## src/verilog/ftm_pkg.sv

```systemverilog
// Package for the frame timing mapper: offsets, field widths, counts.
// Assumes a chip tick arrives from the radio timing pin at chip rate.
package ftm_pkg;
  // Chip and frame geometry
  localparam logic [15:0] CHIPS_PER_FRAME = 16'h9600;
  localparam logic [15:0] CHIP_LAST       = 16'h95FF;
  localparam logic [15:0] CHIP_SHIFT_MAX  = 16'h95FF;
  localparam logic [8:0]  CHIPS_PER_UNIT  = 9'h1DF;
  localparam logic [6:0]  UNIT_LAST       = 7'h4F;
  localparam logic [11:0] FRAME_LAST      = 12'hFFF;
  localparam logic [3:0]  CELL_STEPS_MAX  = 4'h9;
  localparam logic [18:0] STAMP_WRAP      = 19'h5_0000;
  localparam logic [23:0] CHIPS_FRAME_W   = 24'h00_9600;
  localparam logic [23:0] CYCLE_CHIPS     = 24'h96_0000;
  localparam logic [15:0] ROUND_HI_LAST   = 16'h95FF;
  localparam logic [7:0]  ROUND_HALF      = 8'h80;
  // Register byte offsets
  localparam logic [7:0] OFF_CTRL        = 8'h00;
  localparam logic [7:0] OFF_FRAME_SHIFT = 8'h04;
  localparam logic [7:0] OFF_CHIP_SHIFT  = 8'h08;
  localparam logic [7:0] OFF_CELL_DELAY  = 8'h0C;
  localparam logic [7:0] OFF_CONN_IN     = 8'h10;
  localparam logic [7:0] OFF_MAP_DL      = 8'h14;
  localparam logic [7:0] OFF_MAP_UL      = 8'h18;
  localparam logic [7:0] OFF_DL_TIMING   = 8'h1C;
  localparam logic [7:0] OFF_NODE_TIME   = 8'h20;
  localparam logic [7:0] OFF_SYNC_T1     = 8'h24;
  localparam logic [7:0] OFF_SYNC_T2     = 8'h28;
  localparam logic [7:0] OFF_SYNC_T3     = 8'h2C;
  localparam logic [7:0] OFF_STATUS      = 8'h30;
  localparam logic [7:0] OFF_STAMP_NOW   = 8'h34;
  // Reset values
  localparam logic       RST_ENABLE      = 1'b0;
  localparam logic [7:0] RST_BYTE        = 8'h00;
  localparam logic [31:0] RST_WORD       = 32'h0000_0000;
  typedef enum logic [1:0] {ST_IDLE, ST_STAMP, ST_WAIT_ACK} ftm_sync_state_t;
endpackage

```

## src/verilog/ftm_stamp_if.sv

```systemverilog
// Carrier between the mapper top and its synchronisation stamp unit.
// Same clock on both sides.
`timescale 1ns/10ps
interface ftm_stamp_if;
  logic [18:0] stamp;
  logic        dl_accept;
  logic [18:0] t1;
  logic        busy;
  logic        done;
  modport top  (output stamp, output dl_accept, output t1, input busy, input done);
  modport unit (input stamp, input dl_accept, input t1, output busy, output done);
endinterface

```

## src/verilog/ftm_round.sv

```systemverilog
// Downlink dedicated-channel offset rounding to a 256-chip boundary.
// Inputs are register values on the same clock; result is registered.
`timescale 1ns/10ps
module ftm_round
  import ftm_pkg::*;
(
  input  wire logic        clk_i,
  input  wire logic        rst_n_i,
  input  wire logic [7:0]  frame_shift_i,
  input  wire logic [15:0] chip_shift_i,
  output logic      [23:0] rounded_o
);
  logic [23:0] total;
  logic [15:0] hi;
  logic [7:0]  rem;
  logic [15:0] next_hi;
  logic [23:0] next_rounded;

  // Max total fits 24 bits, so no overflow in the product
  assign total = 24'({16'h0000, frame_shift_i} * CHIPS_FRAME_W) + 24'(chip_shift_i);
  assign hi    = total[23:8];
  assign rem   = total[7:0];

  always_comb begin
    if (rem >= ROUND_HALF) begin
      next_hi = hi + 16'h0001;
    end else begin
      next_hi = hi;
    end
    if ({next_hi, 8'h00} >= CYCLE_CHIPS) begin
      next_rounded = 24'h00_0000;
    end else begin
      next_rounded = {next_hi, 8'h00};
    end
  end

  always_ff @(posedge clk_i) begin
    if (!rst_n_i) begin
      rounded_o <= 24'h00_0000;
    end else begin
      rounded_o <= next_rounded;
    end
  end
endmodule

```

## src/verilog/ftm_sync_stamp.sv

```systemverilog
// Node synchronisation frame handling: receive stamp, send stamp, reply.
// Transport acknowledge arrives already synchronised by the top.
`timescale 1ns/10ps
module ftm_sync_stamp
  import ftm_pkg::*;
(
  input  wire logic        clk_i,
  input  wire logic        rst_n_i,
  ftm_stamp_if.unit        sif,
  input  wire logic        ack_i,
  output logic             ul_valid_o,
  output logic      [18:0] ul_t1_o,
  output logic      [18:0] ul_t2_o,
  output logic      [18:0] ul_t3_o
);
  ftm_sync_state_t state;
  logic            done;

  assign sif.busy = (state != ST_IDLE);
  assign sif.done = done;

  // New downlink frames while a reply is pending are dropped
  always_ff @(posedge clk_i) begin
    if (!rst_n_i) begin
      state      <= ST_IDLE;
      ul_valid_o <= 1'b0;
      ul_t1_o    <= 19'h0_0000;
      ul_t2_o    <= 19'h0_0000;
      ul_t3_o    <= 19'h0_0000;
      done       <= 1'b0;
    end else begin
      done <= 1'b0;
      case (state)
        ST_IDLE: begin
          if (sif.dl_accept) begin
            ul_t1_o <= sif.t1;
            ul_t2_o <= sif.stamp;
            state   <= ST_STAMP;
          end
        end
        ST_STAMP: begin
          ul_t3_o    <= sif.stamp;
          ul_valid_o <= 1'b1;
          state      <= ST_WAIT_ACK;
        end
        ST_WAIT_ACK: begin
          if (ack_i) begin
            ul_valid_o <= 1'b0;
            done       <= 1'b1;
            state      <= ST_IDLE;
          end
        end
        default: begin
          state      <= ST_IDLE;
          ul_valid_o <= 1'b0;
        end
      endcase
    end
  end
endmodule

```

## src/verilog/ftm_top.sv

```systemverilog
// Frame timing mapper top: node frame counter, cell delay, frame number
// mapping, dedicated-channel offset and sync stamps behind an AHB-Lite slave.
// Assumes CHIP_TICK_I and UL_ACK_I are asynchronous pins, one chip tick per chip.
//
// The register addresses and the AHB-Lite register port were left to the implementer.
`timescale 1ns/10ps
// Operation
// Downlink cell frame equals connection frame plus shift
// Connection frame equals cell frame minus shift
// Eight-bit values, all mapping wraps modulo 256
// Controller supplies frame shift, used unchanged
// Chip shift 0 to 38399, one-chip steps
// Shift times 38400 plus chips, rounded to 256
// Remainder 1 to 127 rounds down
// Remainder 128 to 255 rounds up
// Exact multiple of 256 used unchanged
// Cell starts delayed from node counter
// Cell delay 0 to 9 steps of 256
// Capture node receive stamp on downlink frame
// Stamp uplink frame with node send stamp
// Controller stamps downlink frame with send time
// Controller receive stamp stays in the controller
// Default chip link offset 0 to 599
// Default frame link offset 0 to 7
// Reply echoes controller stamp with both node stamps
// Node frame counter counts 0 to 4095, wraps
// Cell frame number follows delayed node counter
// Stamps count eighth-milliseconds modulo 327680, 19 bits
// Rounded offset stays within one 256-frame cycle
module ftm_top
  import ftm_pkg::*;
(
  input  wire logic        CLK_I,
  input  wire logic        RST_N_I,
  input  wire logic        HSEL_I,
  input  wire logic [31:0] HADDR_I,
  input  wire logic [1:0]  HTRANS_I,
  input  wire logic        HWRITE_I,
  input  wire logic [2:0]  HSIZE_I,
  input  wire logic        HREADY_I,
  input  wire logic [31:0] HWDATA_I,
  output logic      [31:0] HRDATA_O,
  output logic             HREADYOUT_O,
  output logic             HRESP_O,
  input  wire logic        CHIP_TICK_I,
  input  wire logic        UL_ACK_I,
  output logic             UL_VALID_O,
  output logic      [18:0] UL_T1_O,
  output logic      [18:0] UL_T2_O,
  output logic      [18:0] UL_T3_O,
  output logic      [11:0] NODE_FRAME_O,
  output logic             CELL_FRAME_START_O,
  output logic      [23:0] DL_TIMING_O
);
  ftm_stamp_if sif ();

  logic        tick_s1;
  logic        tick_s2;
  logic        tick_s3;
  logic        ack_s1;
  logic        ack_s2;
  logic        tick;
  logic        enable;
  logic [15:0] chip_cnt;
  logic [8:0]  unit_chip;
  logic [6:0]  unit_idx;
  logic [11:0] node_frame;
  logic [15:0] next_chip;
  logic [18:0] stamp;
  logic [15:0] delay_chips;
  logic [11:0] cell_frame;
  logic [7:0]  frame_shift;
  logic [15:0] chip_shift;
  logic [3:0]  cell_delay;
  logic [7:0]  conn_in;
  logic [7:0]  map_dl;
  logic [7:0]  map_ul;
  logic [18:0] t1_reg;
  logic        reply_done;
  logic        acc;
  logic        wr_pend;
  logic        rd_pend;
  logic [7:0]  addr_q;
  logic        wr_t1;

  // Pin synchronisers; the edge detector compares the second and third stages
  always_ff @(posedge CLK_I) begin
    if (!RST_N_I) begin
      tick_s1 <= 1'b0;
      tick_s2 <= 1'b0;
      tick_s3 <= 1'b0;
      ack_s1  <= 1'b0;
      ack_s2  <= 1'b0;
    end else begin
      tick_s1 <= CHIP_TICK_I;
      tick_s2 <= tick_s1;
      tick_s3 <= tick_s2;
      ack_s1  <= UL_ACK_I;
      ack_s2  <= ack_s1;
    end
  end

  assign tick      = tick_s2 & ~tick_s3;
  assign next_chip = (chip_cnt == CHIP_LAST) ? 16'h0000 : chip_cnt + 16'h0001;

  // Node frame counter with eighth-millisecond sub-count
  always_ff @(posedge CLK_I) begin
    if (!RST_N_I) begin
      chip_cnt   <= 16'h0000;
      unit_chip  <= 9'h000;
      unit_idx   <= 7'h00;
      node_frame <= 12'h000;
    end else if (tick && enable) begin
      chip_cnt <= next_chip;
      if (chip_cnt == CHIP_LAST) begin
        unit_chip  <= 9'h000;
        unit_idx   <= 7'h00;
        node_frame <= (node_frame == FRAME_LAST) ? 12'h000 : node_frame + 12'h001;
      end else if (unit_chip == CHIPS_PER_UNIT) begin
        unit_chip <= 9'h000;
        unit_idx  <= (unit_idx == UNIT_LAST) ? 7'h00 : unit_idx + 7'h01;
      end else begin
        unit_chip <= unit_chip + 9'h001;
      end
    end
  end

  // Eighty units per frame, so 4096 frames give 327680 units
  assign stamp = 19'({node_frame, 6'b00_0000}) + 19'({node_frame, 4'b0000})
               + 19'(unit_idx);

  // Cell timing lags the node counter by the programmed delay
  assign delay_chips = 16'({cell_delay, 8'h00});
  assign cell_frame  = (chip_cnt >= delay_chips) ? node_frame
                                                 : node_frame - 12'h001;

  always_ff @(posedge CLK_I) begin
    if (!RST_N_I) begin
      CELL_FRAME_START_O <= 1'b0;
      NODE_FRAME_O       <= 12'h000;
    end else begin
      CELL_FRAME_START_O <= tick && enable && (next_chip == delay_chips);
      NODE_FRAME_O       <= node_frame;
    end
  end

  // Mapping between connection and cell frame numbers, low 8 bits only
  always_ff @(posedge CLK_I) begin
    if (!RST_N_I) begin
      map_dl <= RST_BYTE;
      map_ul <= RST_BYTE;
    end else begin
      map_dl <= conn_in + frame_shift;
      map_ul <= cell_frame[7:0] - frame_shift;
    end
  end

  ftm_round u_round (
    .clk_i         (CLK_I),
    .rst_n_i       (RST_N_I),
    .frame_shift_i (frame_shift),
    .chip_shift_i  (chip_shift),
    .rounded_o     (DL_TIMING_O)
  );

  assign sif.stamp     = stamp;
  assign sif.dl_accept = wr_t1;
  assign sif.t1        = HWDATA_I[18:0];

  ftm_sync_stamp u_sync (
    .clk_i      (CLK_I),
    .rst_n_i    (RST_N_I),
    .sif        (sif),
    .ack_i      (ack_s2),
    .ul_valid_o (UL_VALID_O),
    .ul_t1_o    (UL_T1_O),
    .ul_t2_o    (UL_T2_O),
    .ul_t3_o    (UL_T3_O)
  );

  // AHB-Lite slave: writes take no wait, reads insert one wait state
  assign acc   = HSEL_I & HTRANS_I[1] & HREADY_I;
  assign wr_t1 = wr_pend && (addr_q == OFF_SYNC_T1);

  function automatic logic [31:0] read_word(input logic [7:0] a);
    case (a)
      OFF_CTRL:        read_word = {31'h0000_0000, enable};
      OFF_FRAME_SHIFT: read_word = {24'h00_0000, frame_shift};
      OFF_CHIP_SHIFT:  read_word = {16'h0000, chip_shift};
      OFF_CELL_DELAY:  read_word = {28'h000_0000, cell_delay};
      OFF_CONN_IN:     read_word = {24'h00_0000, conn_in};
      OFF_MAP_DL:      read_word = {24'h00_0000, map_dl};
      OFF_MAP_UL:      read_word = {24'h00_0000, map_ul};
      OFF_DL_TIMING:   read_word = {8'h00, DL_TIMING_O};
      OFF_NODE_TIME:   read_word = {4'h0, cell_frame, 4'h0, node_frame};
      OFF_SYNC_T1:     read_word = {13'h0000, t1_reg};
      OFF_SYNC_T2:     read_word = {13'h0000, UL_T2_O};
      OFF_SYNC_T3:     read_word = {13'h0000, UL_T3_O};
      OFF_STATUS:      read_word = {29'h0000_0000, UL_VALID_O, reply_done, sif.busy};
      OFF_STAMP_NOW:   read_word = {13'h0000, stamp};
      default:         read_word = RST_WORD;
    endcase
  endfunction

  always_ff @(posedge CLK_I) begin
    if (!RST_N_I) begin
      wr_pend     <= 1'b0;
      rd_pend     <= 1'b0;
      addr_q      <= 8'h00;
      HREADYOUT_O <= 1'b1;
      HRESP_O     <= 1'b0;
      HRDATA_O    <= RST_WORD;
    end else begin
      wr_pend     <= acc & HWRITE_I;
      rd_pend     <= acc & ~HWRITE_I;
      HREADYOUT_O <= ~(acc & ~HWRITE_I);
      HRESP_O     <= 1'b0;
      if (acc) begin
        addr_q <= {HADDR_I[7:2], 2'b00};
      end
      if (rd_pend) begin
        HRDATA_O <= read_word(addr_q);
      end
    end
  end

  // Software-written configuration
  always_ff @(posedge CLK_I) begin
    if (!RST_N_I) begin
      enable      <= RST_ENABLE;
      frame_shift <= RST_BYTE;
      chip_shift  <= 16'h0000;
      cell_delay  <= 4'h0;
      conn_in     <= RST_BYTE;
      t1_reg      <= 19'h0_0000;
    end else if (wr_pend) begin
      case (addr_q)
        OFF_CTRL:        enable      <= HWDATA_I[0];
        OFF_FRAME_SHIFT: frame_shift <= HWDATA_I[7:0];
        OFF_CHIP_SHIFT:  chip_shift  <= (HWDATA_I[15:0] > CHIP_SHIFT_MAX) ? CHIP_SHIFT_MAX
                                                                          : HWDATA_I[15:0];
        OFF_CELL_DELAY:  cell_delay  <= (HWDATA_I[3:0] > CELL_STEPS_MAX) ? CELL_STEPS_MAX
                                                                         : HWDATA_I[3:0];
        OFF_CONN_IN:     conn_in     <= HWDATA_I[7:0];
        OFF_SYNC_T1:     t1_reg      <= HWDATA_I[18:0];
        default: begin
        end
      endcase
    end
  end

  // Reply-done flag: a set in the clearing cycle wins
  always_ff @(posedge CLK_I) begin
    if (!RST_N_I) begin
      reply_done <= 1'b0;
    end else if (sif.done) begin
      reply_done <= 1'b1;
    end else if (wr_pend && addr_q == OFF_STATUS && HWDATA_I[1]) begin
      reply_done <= 1'b0;
    end
  end
endmodule

```

## config.mk

```make
export PLATFORM = sky130hd
export DESIGN_NAME = ftm_top
export DESIGN_NICKNAME = d
export VERILOG_FILES = /design/src/verilog/ftm_pkg.sv /design/src/verilog/ftm_stamp_if.sv /design/src/verilog/ftm_round.sv /design/src/verilog/ftm_sync_stamp.sv /design/src/verilog/ftm_top.sv
export SDC_FILE = /design/constraint.sdc
export NUM_CORES = 1
export LEC_CHECK = 0
export BUFFER_PORTS_ARGS = -buffer_cell sky130_fd_sc_hd__buf_2
export CORE_MARGIN = 2
export CORE_UTILIZATION = 40
export CTS_CLUSTER_SIZE = 10
export DETAILED_ROUTE_END_ITERATION = 8
export HOLD_SLACK_MARGIN = 0.05
export PLACE_DENSITY = 0.67
export SKIP_CTS_REPAIR_TIMING = 1
export SLEW_MARGIN = 20
export SYNTH_ARGS = -nofsm -noshare
export SYNTH_HDL_FRONTEND = slang
export SYNTH_SLANG_ARGS = --single-unit
```

## constraint.sdc

```tcl
create_clock -name CLK_I -period 13.65 [get_ports CLK_I]
set_input_delay 1.365 -clock CLK_I [delete_from_list [all_inputs] [get_ports CLK_I]]
set_output_delay 1.365 -clock CLK_I [all_outputs]
set_load 0.1 [all_outputs]
```

After elaboration in Yosys (flattened, before gate mapping)
Cells that the tools add are included.
{ "classes": {"add_sub_neg": 11, "mul": 1, "order_cmp": 5, "n_eq_ne": 22, "muxes": 20, "bitwise_logic": 10, "reduce_logical": 23} }
{ "op_table": {"columns": ["operator", "count"], "rows": [
  ["case mux 28 bit (14 select lines)", 1],
  ["two-way mux 16 bit", 3],
  ["== test 6 x 4 -> 1 bit (second input constant)", 6],
  ["adder 16 x 1 -> 16 bit (second input constant)", 2],
  ["adder 24 x 16 -> 24 bit", 1],
  ["== test 6 x 3 -> 1 bit (second input constant)", 4],
  [">= comparator 24 bit (second input constant)", 1],
  ["two-way mux 12 bit", 2],
  ["AND reduction 2 bit", 12],
  ["two-way mux 7 bit", 3],
  ["adder 18 x 16 -> 19 bit", 1],
  ["adder 19 x 7 -> 19 bit", 1],
  ["two-way mux 9 bit", 2],
  ["== test 16 x 12 -> 1 bit", 1],
  ["== test 16 bit (second input constant)", 1],
  [">= comparator 16 x 12 -> 1 bit", 1],
  ["> comparator 16 bit (second input constant)", 1],
  ["multiplier 8 x 7 -> 15 bit (second input constant)", 1],
  ["adder 12 x 1 -> 12 bit (second input constant)", 1],
  ["== test 12 bit (second input constant)", 1],
  ["== test 6 x 2 -> 1 bit (second input constant)", 2],
  ["subtractor 12 x 1 -> 12 bit (second input constant)", 1],
  ["adder 9 x 1 -> 9 bit (second input constant)", 1],
  ["== test 9 bit (second input constant)", 1],
  ["22 further kinds", 41]
]} }
{ "totals": {"regBits": 261, "input_bits": 76, "wordCells": 125} }

Depth between registers and ports, before layout
Gate-level depths: netlist (run 1).
{ "logic_depth": {"depth_word": 6, "depth_mapped": 20, "ltp_nobuf": 20} }

Hierarchy
Synthesis (run 1) repeated with hierarchy kept, for this count alone.
{ "unflattened": {"hier_cells": 1692, "hier_area_um2": 14493.9} }
{ "modules_own_cells": {"columns": ["mod", "instances", "cells_per_inst", "area_each_um2", "seq_area_each_um2"], "rows": [
  ["ftm_top", 1, 1127, 9582.9, 3443.3],
  ["ftm_round", 1, 300, 2638.8, 320.3],
  ["ftm_sync_stamp", 1, 265, 2272.2, 1221.2]
]} }

Worst setup path before layout (run 1)
No wires, ideal clock.
{ "synth_timing": {"path_type": "register to register", "start": "reg frame_shift[4]", "end": "reg u_round.rounded_o[14]", "setup_time_ns": 0.073, "arrival_ns": 5.276, "t_required_ns": 13.577, "setup_slack_ns": 8.302, "path_stages_with_launch": 19, "synth_period_minus_slack_ns": 5.348, "cell_sequence": "dfxtp_1 ha_1 ha_1 inv_1 fa_1 fa_1 inv_1 ha_1 or3_1 and2_1 and3_4 o311a_4 or4_4 xnor2_2 or3_1 a311oi_2 a31oi_2 buf_6 nor3b_2"} }
{ "synth_via": {"elab_chain_cells": 6} }
{ "synth_lines": {"columns": ["item", "line", "text"], "rows": [
  ["start, declared", "ftm_top.sv:72", "logic [7:0] frame_shift;"],
  ["start signal, assigned", "ftm_top.sv:239", "OFF_FRAME_SHIFT: frame_shift <= HWDATA_I[7:0];"],
  ["multiplier 8 x 7 -> 15 bit *", "ftm_round.sv:20", "assign total = 24'({16'h0000, frame_shift_i} * CHIPS_FRAME_W) + 24'(chip_shift_i);"],
  ["adder 24 x 16 -> 24 bit *", "ftm_round.sv:20", null],
  ["adder 16 x 1 -> 16 bit", "ftm_round.sv:26", "next_hi = hi + 16'h0001;"],
  ["two-way mux 16 bit *", "ftm_round.sv:25", "if (rem >= ROUND_HALF) begin"],
  [">= comparator 24 bit", "ftm_round.sv:30", "if ({next_hi, 8'h00} >= CYCLE_CHIPS) begin"],
  ["OR reduction 2 bit (no source line)", null, null],
  ["end signal, assigned", "ftm_round.sv:41", "rounded_o <= next_rounded;"],
  ["end, declared", "ftm_round.sv:11", "output logic [23:0] rounded_o"]
]} }
Mark *: on every way between the ends. The rest lies on a longest branch, timed or not.
A chain may end at the register's enable or synchronous reset.

Worst setup path in the final report (run 1)
{ "layout_timing": {"start": "reg frame_shift[4]", "end": "reg u_round.rounded_o[17]"} }
The elaborated chain is that of the path after synthesis.

==> metrics, run 1 <==
synthesized instance count=1650; unrepaired setup endpoints after global routing=false; row count=68; Tcrit/Tclk final=45.06%; Yosys warnings=0; worst skew pair latency=550 ps; worst-margin pin slew=934.4 ps; 1st-iter DRT viols=1160; WP depth=17; slowest stage cell, crit path=a31oi_2; Final min period=6151 ps; Inserted Clock Buffers=30; crit path cell chain=ha_1 > ha_1 > inv_1 > fa_1 > fa_1 > inv_1 > ha_1 > or3_1 > and2_1 > and3_4 > o311a_4 > or4_4 > xnor2_2 > nor4_1 > a311oi_2 > a31oi_2 > and4b_1; met3 WL=3.006 mm; Slew Limit Fails=0; Relative slew margins=37.51%; CP max stage delay=760 ps; antenna cells=0; via-per-instance ratio=5.614; Post-Syn Area=14110 um2; Die Wd=191.8 um; endpoints failing setup=0; TritonCTS clock tree=done; clock skew=8.265 ps; Hold Path Cell Cnt=1; Max Clock Freq=162.6 MHz; dominant cell type by area after synthesis=dfxtp_1; sequential area share after synthesis=35.32%; initial core utilization=40.76%; #FFs+latches synth=249; met2 WL=19.16 mm; Place WS=7546 ps; Crit Path Category=reg2reg; gr usage total=22.80%; largest net degree at the start of global routing=100; CP top delay family=adder cells; Worst Hold Class=reg2reg; input/output buffers=148; number of flip-flops in the largest register=28; Die H=191.8 um; nets=1924; vias in the first global route=11681; Vias=12391; Post-route DRC=0; dpl hpwl=30.94 mm; Crit. End Element=flop; most used flip-flop cell after synthesis=dfxtp_1; Synth top cells by count=dfxtp_1, nand2_1, a21boi_0, clkbuf_1, ha_1; first-pass GRT wire length=66.05 mm; initial antenna violation count=0; DR WL/cell=19.31 um; CP startpoint kind=flop; final setup margin=7499 ps; GPL Wtd Cong=0.9249; Met1 Wirelength=19.31 mm; main combinational cell family by area after synthesis=simple AND/OR/NAND/NOR gates; Compound-Gate Fraction of Synth Area=19.20%; status=completed; Post-synth ARST share=0%; WP data required=14090 ps; clock transition at the registers of the reported paths=60 ps; max_cap viols=0; Cell variety after synth=82; area growth from synthesis to layout=12.96%; top-area cell type share of the netlist area=35.32%; reg2reg path depth=17; XOR/XNOR Fraction of Synth Area=6.197%; clock tree root buffer cell=clkbuf_16; Worst Path Buf+Inv=2; Pre-antenna DRT Iters=6; most common cell in the netlist=dfxtp_1; final hold vios=0; Routed Antenna Nets=0; core area=34630 um2; simple-gate share of the synthesized area=22.36%; Die Footprint=36800 um2; Most flops, register=HRDATA_O; Post-synth EDFFs=0; multiplexer share of the synthesized area=1.986%; Top Metal Used=met4; clock sinks=249; Clock H-tree levels=1; Syn Area/Cell=8.554 um2; grt ovf=0; pwr dens=94.34 nW/um2; Synth Area in Adders=9.858%; synth top area cells=dfxtp_1, ha_1, nand2_1; CP Max Fanout=13; IO Pins=205; most frequent cell on the critical path=ha_1; Max Root-Sink Buffers=3; total negative slack=0 ps; worst path arrival time=6590 ps; final wirelength=42.61 mm; VDD IR max=0.00007957 V; layout cells sized above 1=13.76%; Static Leak=0.006549 uW
kinds of logic after synthesis:
group	Yosys count
multiplexers	27
AO/OA/AOI/OAI	379
XOR/XNOR	99
AND/OR/NAND/NOR	618
flip-flops	249
adder cells (fa/ha/maj)	104
buffers and inverters	173
other	1
layout by cell type (no fill, tap or decap), drive strengths merged, types with 13 or more instances in the layout:
master  netlist  final
nand2       238    238
and3         23     23
dfxtp       249    249
inv          62     63
and2         57     57
conb          1     13
nor3         30     30
xnor2        63     63
nand3        55     55
a22oi        25     25
nor2         67     67
xor2         36     36
buf          18    161
a222oi       15     15
a21o         20     20
nor2b        52     52
a221oi       16     16
o21ai        62     62
mux2i        19     19
a21oi        60     60
ha           92     92
nor3b        22     22
a21boi       98     98
clkbuf       93     37
routing by layer:
| metal | GRT usage [%] | vias up |
|---|---|---|
| met2 | 36.60 | 476 |
| li1 | - | 5950 |
| met1 | 31.89 | 5890 |
| met3 | 2.887 | 75 |
| met4 | 6.775 | 0 |
| met5 | 0 | - |
per-stage QoR:
step	instances	util (%)	hold WS, ps	total power [uW]	cell area [um2]
2_1_floorplan	1662	-	411.9	789.0	14160
3_5_place_dp	2167	43.62	435.0	804.9	15110
3_3_place_gp	2167	43.62	418.5	804.4	15110
4_1_cts	2207	46.04	455.6	1514	15940
6_report	2207	46.04	446.2	1504	15940
5_1_grt	2207	46.04	467.4	1545	15940
final timing paths:
kind | start | endpoint | slack [ps]
max | frame_shift[4] | u_round.rounded_o[17] | 7500
min | tick_s1 | tick_s2 | 450
max reg2reg | frame_shift[4] | u_round.rounded_o[17] | 7500
min reg2reg | tick_s1 | tick_s2 | 450
final cells by class:
cell class / instances / area (um2)
Fill cell: 3363 / 18690
Multi-Input combinational cell: 1240 / 8473
Sequential cell: 249 / 4986
Timing Repair Buffer: 161 / 844.6
Clock buffer: 37 / 818.3
Tap cell: 455 / 569.3
Inverter: 62 / 232.7
Clock inverter: 3 / 18.77
report_power, final:
group          internal [uW]  total (uW)  switching [uW]
Sequential               729         731            2.18
Combinational           15.1        59.1            44.0
Clock                    412         714             302
Note: power is estimated with default switching activity, not from simulation.
==> run 2: changes to the inputs <==
==> constraint.sdc (replaced) <==
create_clock -name CLK_I -period 6.16 [get_ports CLK_I]
set_input_delay 0.616 -clock CLK_I [delete_from_list [all_inputs] [get_ports CLK_I]]
set_output_delay 0.616 -clock CLK_I [all_outputs]
set_load 0.1 [all_outputs]
==> run 2 against run 1 <==
Effect of this change: critical path depth unchanged; largest cell class unchanged; first-iteration DRC count increased by 20%; cell count grew 0.32%.
==> metrics, run 2 (same netlist as run 1, synthesis figures left out) <==
final wirelength=42.41 mm (was 42.61 mm); Filler cells=3352 (was 3363); met3 usage=3.782% (was 2.887%); layout cells sized above 1=14.04% (was 13.76%); Hold Path Cell Cnt=2 (was 1); Die Wd=191.8 um (unchanged); combinational power share=3.9% (about the same); status=completed (unchanged); unrepaired setup endpoints after global routing=false (unchanged); Slew Limit Fails=0 (unchanged); Clock power frac=48.0% (was 47.5%); worst path arrival time=6160 ps (was 6590 ps); total design power=3364 uW (was 1504 uW); row count=68 (unchanged); grt ovf=0 (unchanged); TritonCTS clock tree=done (unchanged); dpl hpwl=31.00 mm (was 30.94 mm); vias in the first global route=11735 (was 11681); input/output buffers=148 (unchanged); total negative slack=0 ps (unchanged); Post-route DRC=0 (unchanged); 1st-iter DRT viols=1391 (was 1160); GPL Wtd Cong=0.9202 (was 0.9249); clock sinks=249 (unchanged); worst-margin pin slew=1096 ps (was 934.4 ps); Max Root-Sink Buffers=3 (unchanged); reg2reg path depth=17 (unchanged); most common cell after layout, fill and taps aside=dfxtp_1 (unchanged); final setup margin=434.8 ps (was 7499 ps); Worst Hold Class=in2reg (was reg2reg); gr usage total=22.48% (was 22.80%); Static Leak=0.006592 uW (was 0.006549 uW); Inserted Clock Buffers=30 (unchanged); global routing usage on met2=35.49% (was 36.60%); initial core utilization=40.76% (unchanged); Clock H-tree levels=1 (unchanged); DR WL/cell=19.16 um (was 19.31 um); area growth from synthesis to layout=13.48% (was 12.96%); clock tree root buffer cell=clkbuf_16 (unchanged); Vias=12520 (was 12391); Tcrit/Tclk final=92.94% (was 45.06%); clock transition at the registers of the reported paths=60 ps (about the same); P_sw=767.2 uW (was 347.8 uW); CP max stage delay=720 ps (was 760 ps); Pre-antenna DRT Iters=8 (was 6); Die H=191.8 um (unchanged); Crit Path Category=reg2reg (unchanged); Routed Antenna Nets=0 (unchanged); nets=1930 (was 1924); Die Footprint=36800 um2 (unchanged); Relative slew margins=26.85% (was 37.51%); pwr dens=210.0 nW/um2 (was 94.34 nW/um2); CP Max Fanout=13 (unchanged); Final min period=5725 ps (was 6151 ps); largest net degree at the start of global routing=91 (was 100); final hold vios=0 (unchanged); Max Clock Freq=174.7 MHz (was 162.6 MHz); clock skew=30.20 ps (was 8.265 ps); WP data required=6600 ps (was 14090 ps); worst skew pair latency=560 ps (was 550 ps); smallest hold slack=269.5 ps (was 446.2 ps); crit path cell chain=ha_1 > ha_1 > inv_1 > fa_1 > fa_1 > inv_1 > ha_1 > or3_1 > and2_1 > and3_4 > o311a_4 > or4_4 > xnor2_2 > nor4_1 > a311oi_2 > a31oi_2 > and4b_1 (unchanged); endpoints failing setup=0 (unchanged); initial antenna violation count=0 (unchanged); via-per-instance ratio=5.655 (was 5.614); max_cap viols=0 (unchanged); Most flops, register=HRDATA_O (unchanged); Sequential Power Share=48.2% (was 48.6%); Crit. End Element=flop (unchanged); busiest grt layer=met2 (unchanged); most frequent cell on the critical path=ha_1 (unchanged); met1 usage=30.95% (was 31.89%); first-pass GRT wire length=65.23 mm (was 66.05 mm); Place WS=433.8 ps (was 7546 ps); VDD IR max=0.0002328 V (was 0.00007957 V); core area=34630 um2 (unchanged); slowest stage cell, crit path=a31oi_2 (unchanged); IO Pins=205 (unchanged); antenna cells=0 (unchanged); commonest cells after routing, fill and taps aside=dfxtp_1, nand2_1, buf_2 (unchanged); Net Sw Frac=22.81% (was 23.12%); number of flip-flops in the largest register=28 (unchanged); CP startpoint kind=flop (unchanged); Pint=2597 uW (was 1156 uW)
run 2: cell types whose count changed in the layout (fill, tap and decap cells not counted):
cell	previous run	this run
buf_4	13	19
clkinv_2	2	0
bufinv_16	0	1
clkbuf_1	4	5
clkbuf_16	31	30
clkbuf_8	2	3
clkinv_4	0	1
clkinv_8	0	1
inv_6	1	0
run 2: layout make-up:
| class | instances | area (um2) | share of cell area (%) |
|---|---|---|---|
| tap | 455 | 569.3 | 3.554 |
| clock inverter | 3 | 55.05 | 0.3437 |
| timing repair buffer | 167 | 889.6 | 5.554 |
| sequential | 249 | 4986 | 31.13 |
| multi-input combinational | 1240 | 8473 | 52.90 |
| inverter | 62 | 232.7 | 1.453 |
| clock buffer | 38 | 810.8 | 5.062 |
run 2: worst paths after layout:
kind                                      from               endpoint  slack, ps
worst max register to register  frame_shift[4]  u_round.rounded_o[17]        430
worst min register to register          ack_s1                 ack_s2        440
worst max-delay path            frame_shift[4]  u_round.rounded_o[17]        430
worst min-delay path                  UL_ACK_I                 ack_s1        270
run 2: per-stage QoR:
step / utilization, % / std cells / cell area [um2]
2_1_floorplan: - / 1662 / 14160
5_1_grt: 46.25 / 2214 / 16020
4_1_cts: 46.25 / 2214 / 16020
6_report: 46.25 / 2214 / 16020
3_5_place_dp: 43.75 / 2173 / 15150
3_3_place_gp: 43.75 / 2173 / 15150
run 2: worst max-delay path: cells and delay by family (launching register included):
| kind | cells | cell delay [ps] |
|---|---|---|
| fa+ha+maj | 5 | 1910 |
| buf+inv | 2 | 100 |
| xor+xnor | 1 | 160 |
| flops | 1 | 310 |
| compound gates | 3 | 1200 |
| simple gates | 6 | 1930 |
run 2: power by group through the flow:
stage	Sequential, uW	Clock, uW	Combinational, uW
after global placement	1650	0	127
after floorplan	1650	0	94.5
after global routing	1620	1700	137
final	1620	1610	130
after detailed placement	1650	0	128
after CTS	1620	1630	128
run 2: metal layers:
metal	wire, um	share of wire, %
met5	0	0
met4	1436	3.4
met3	3221	7.6
met2	19010	45
met1	18750	44
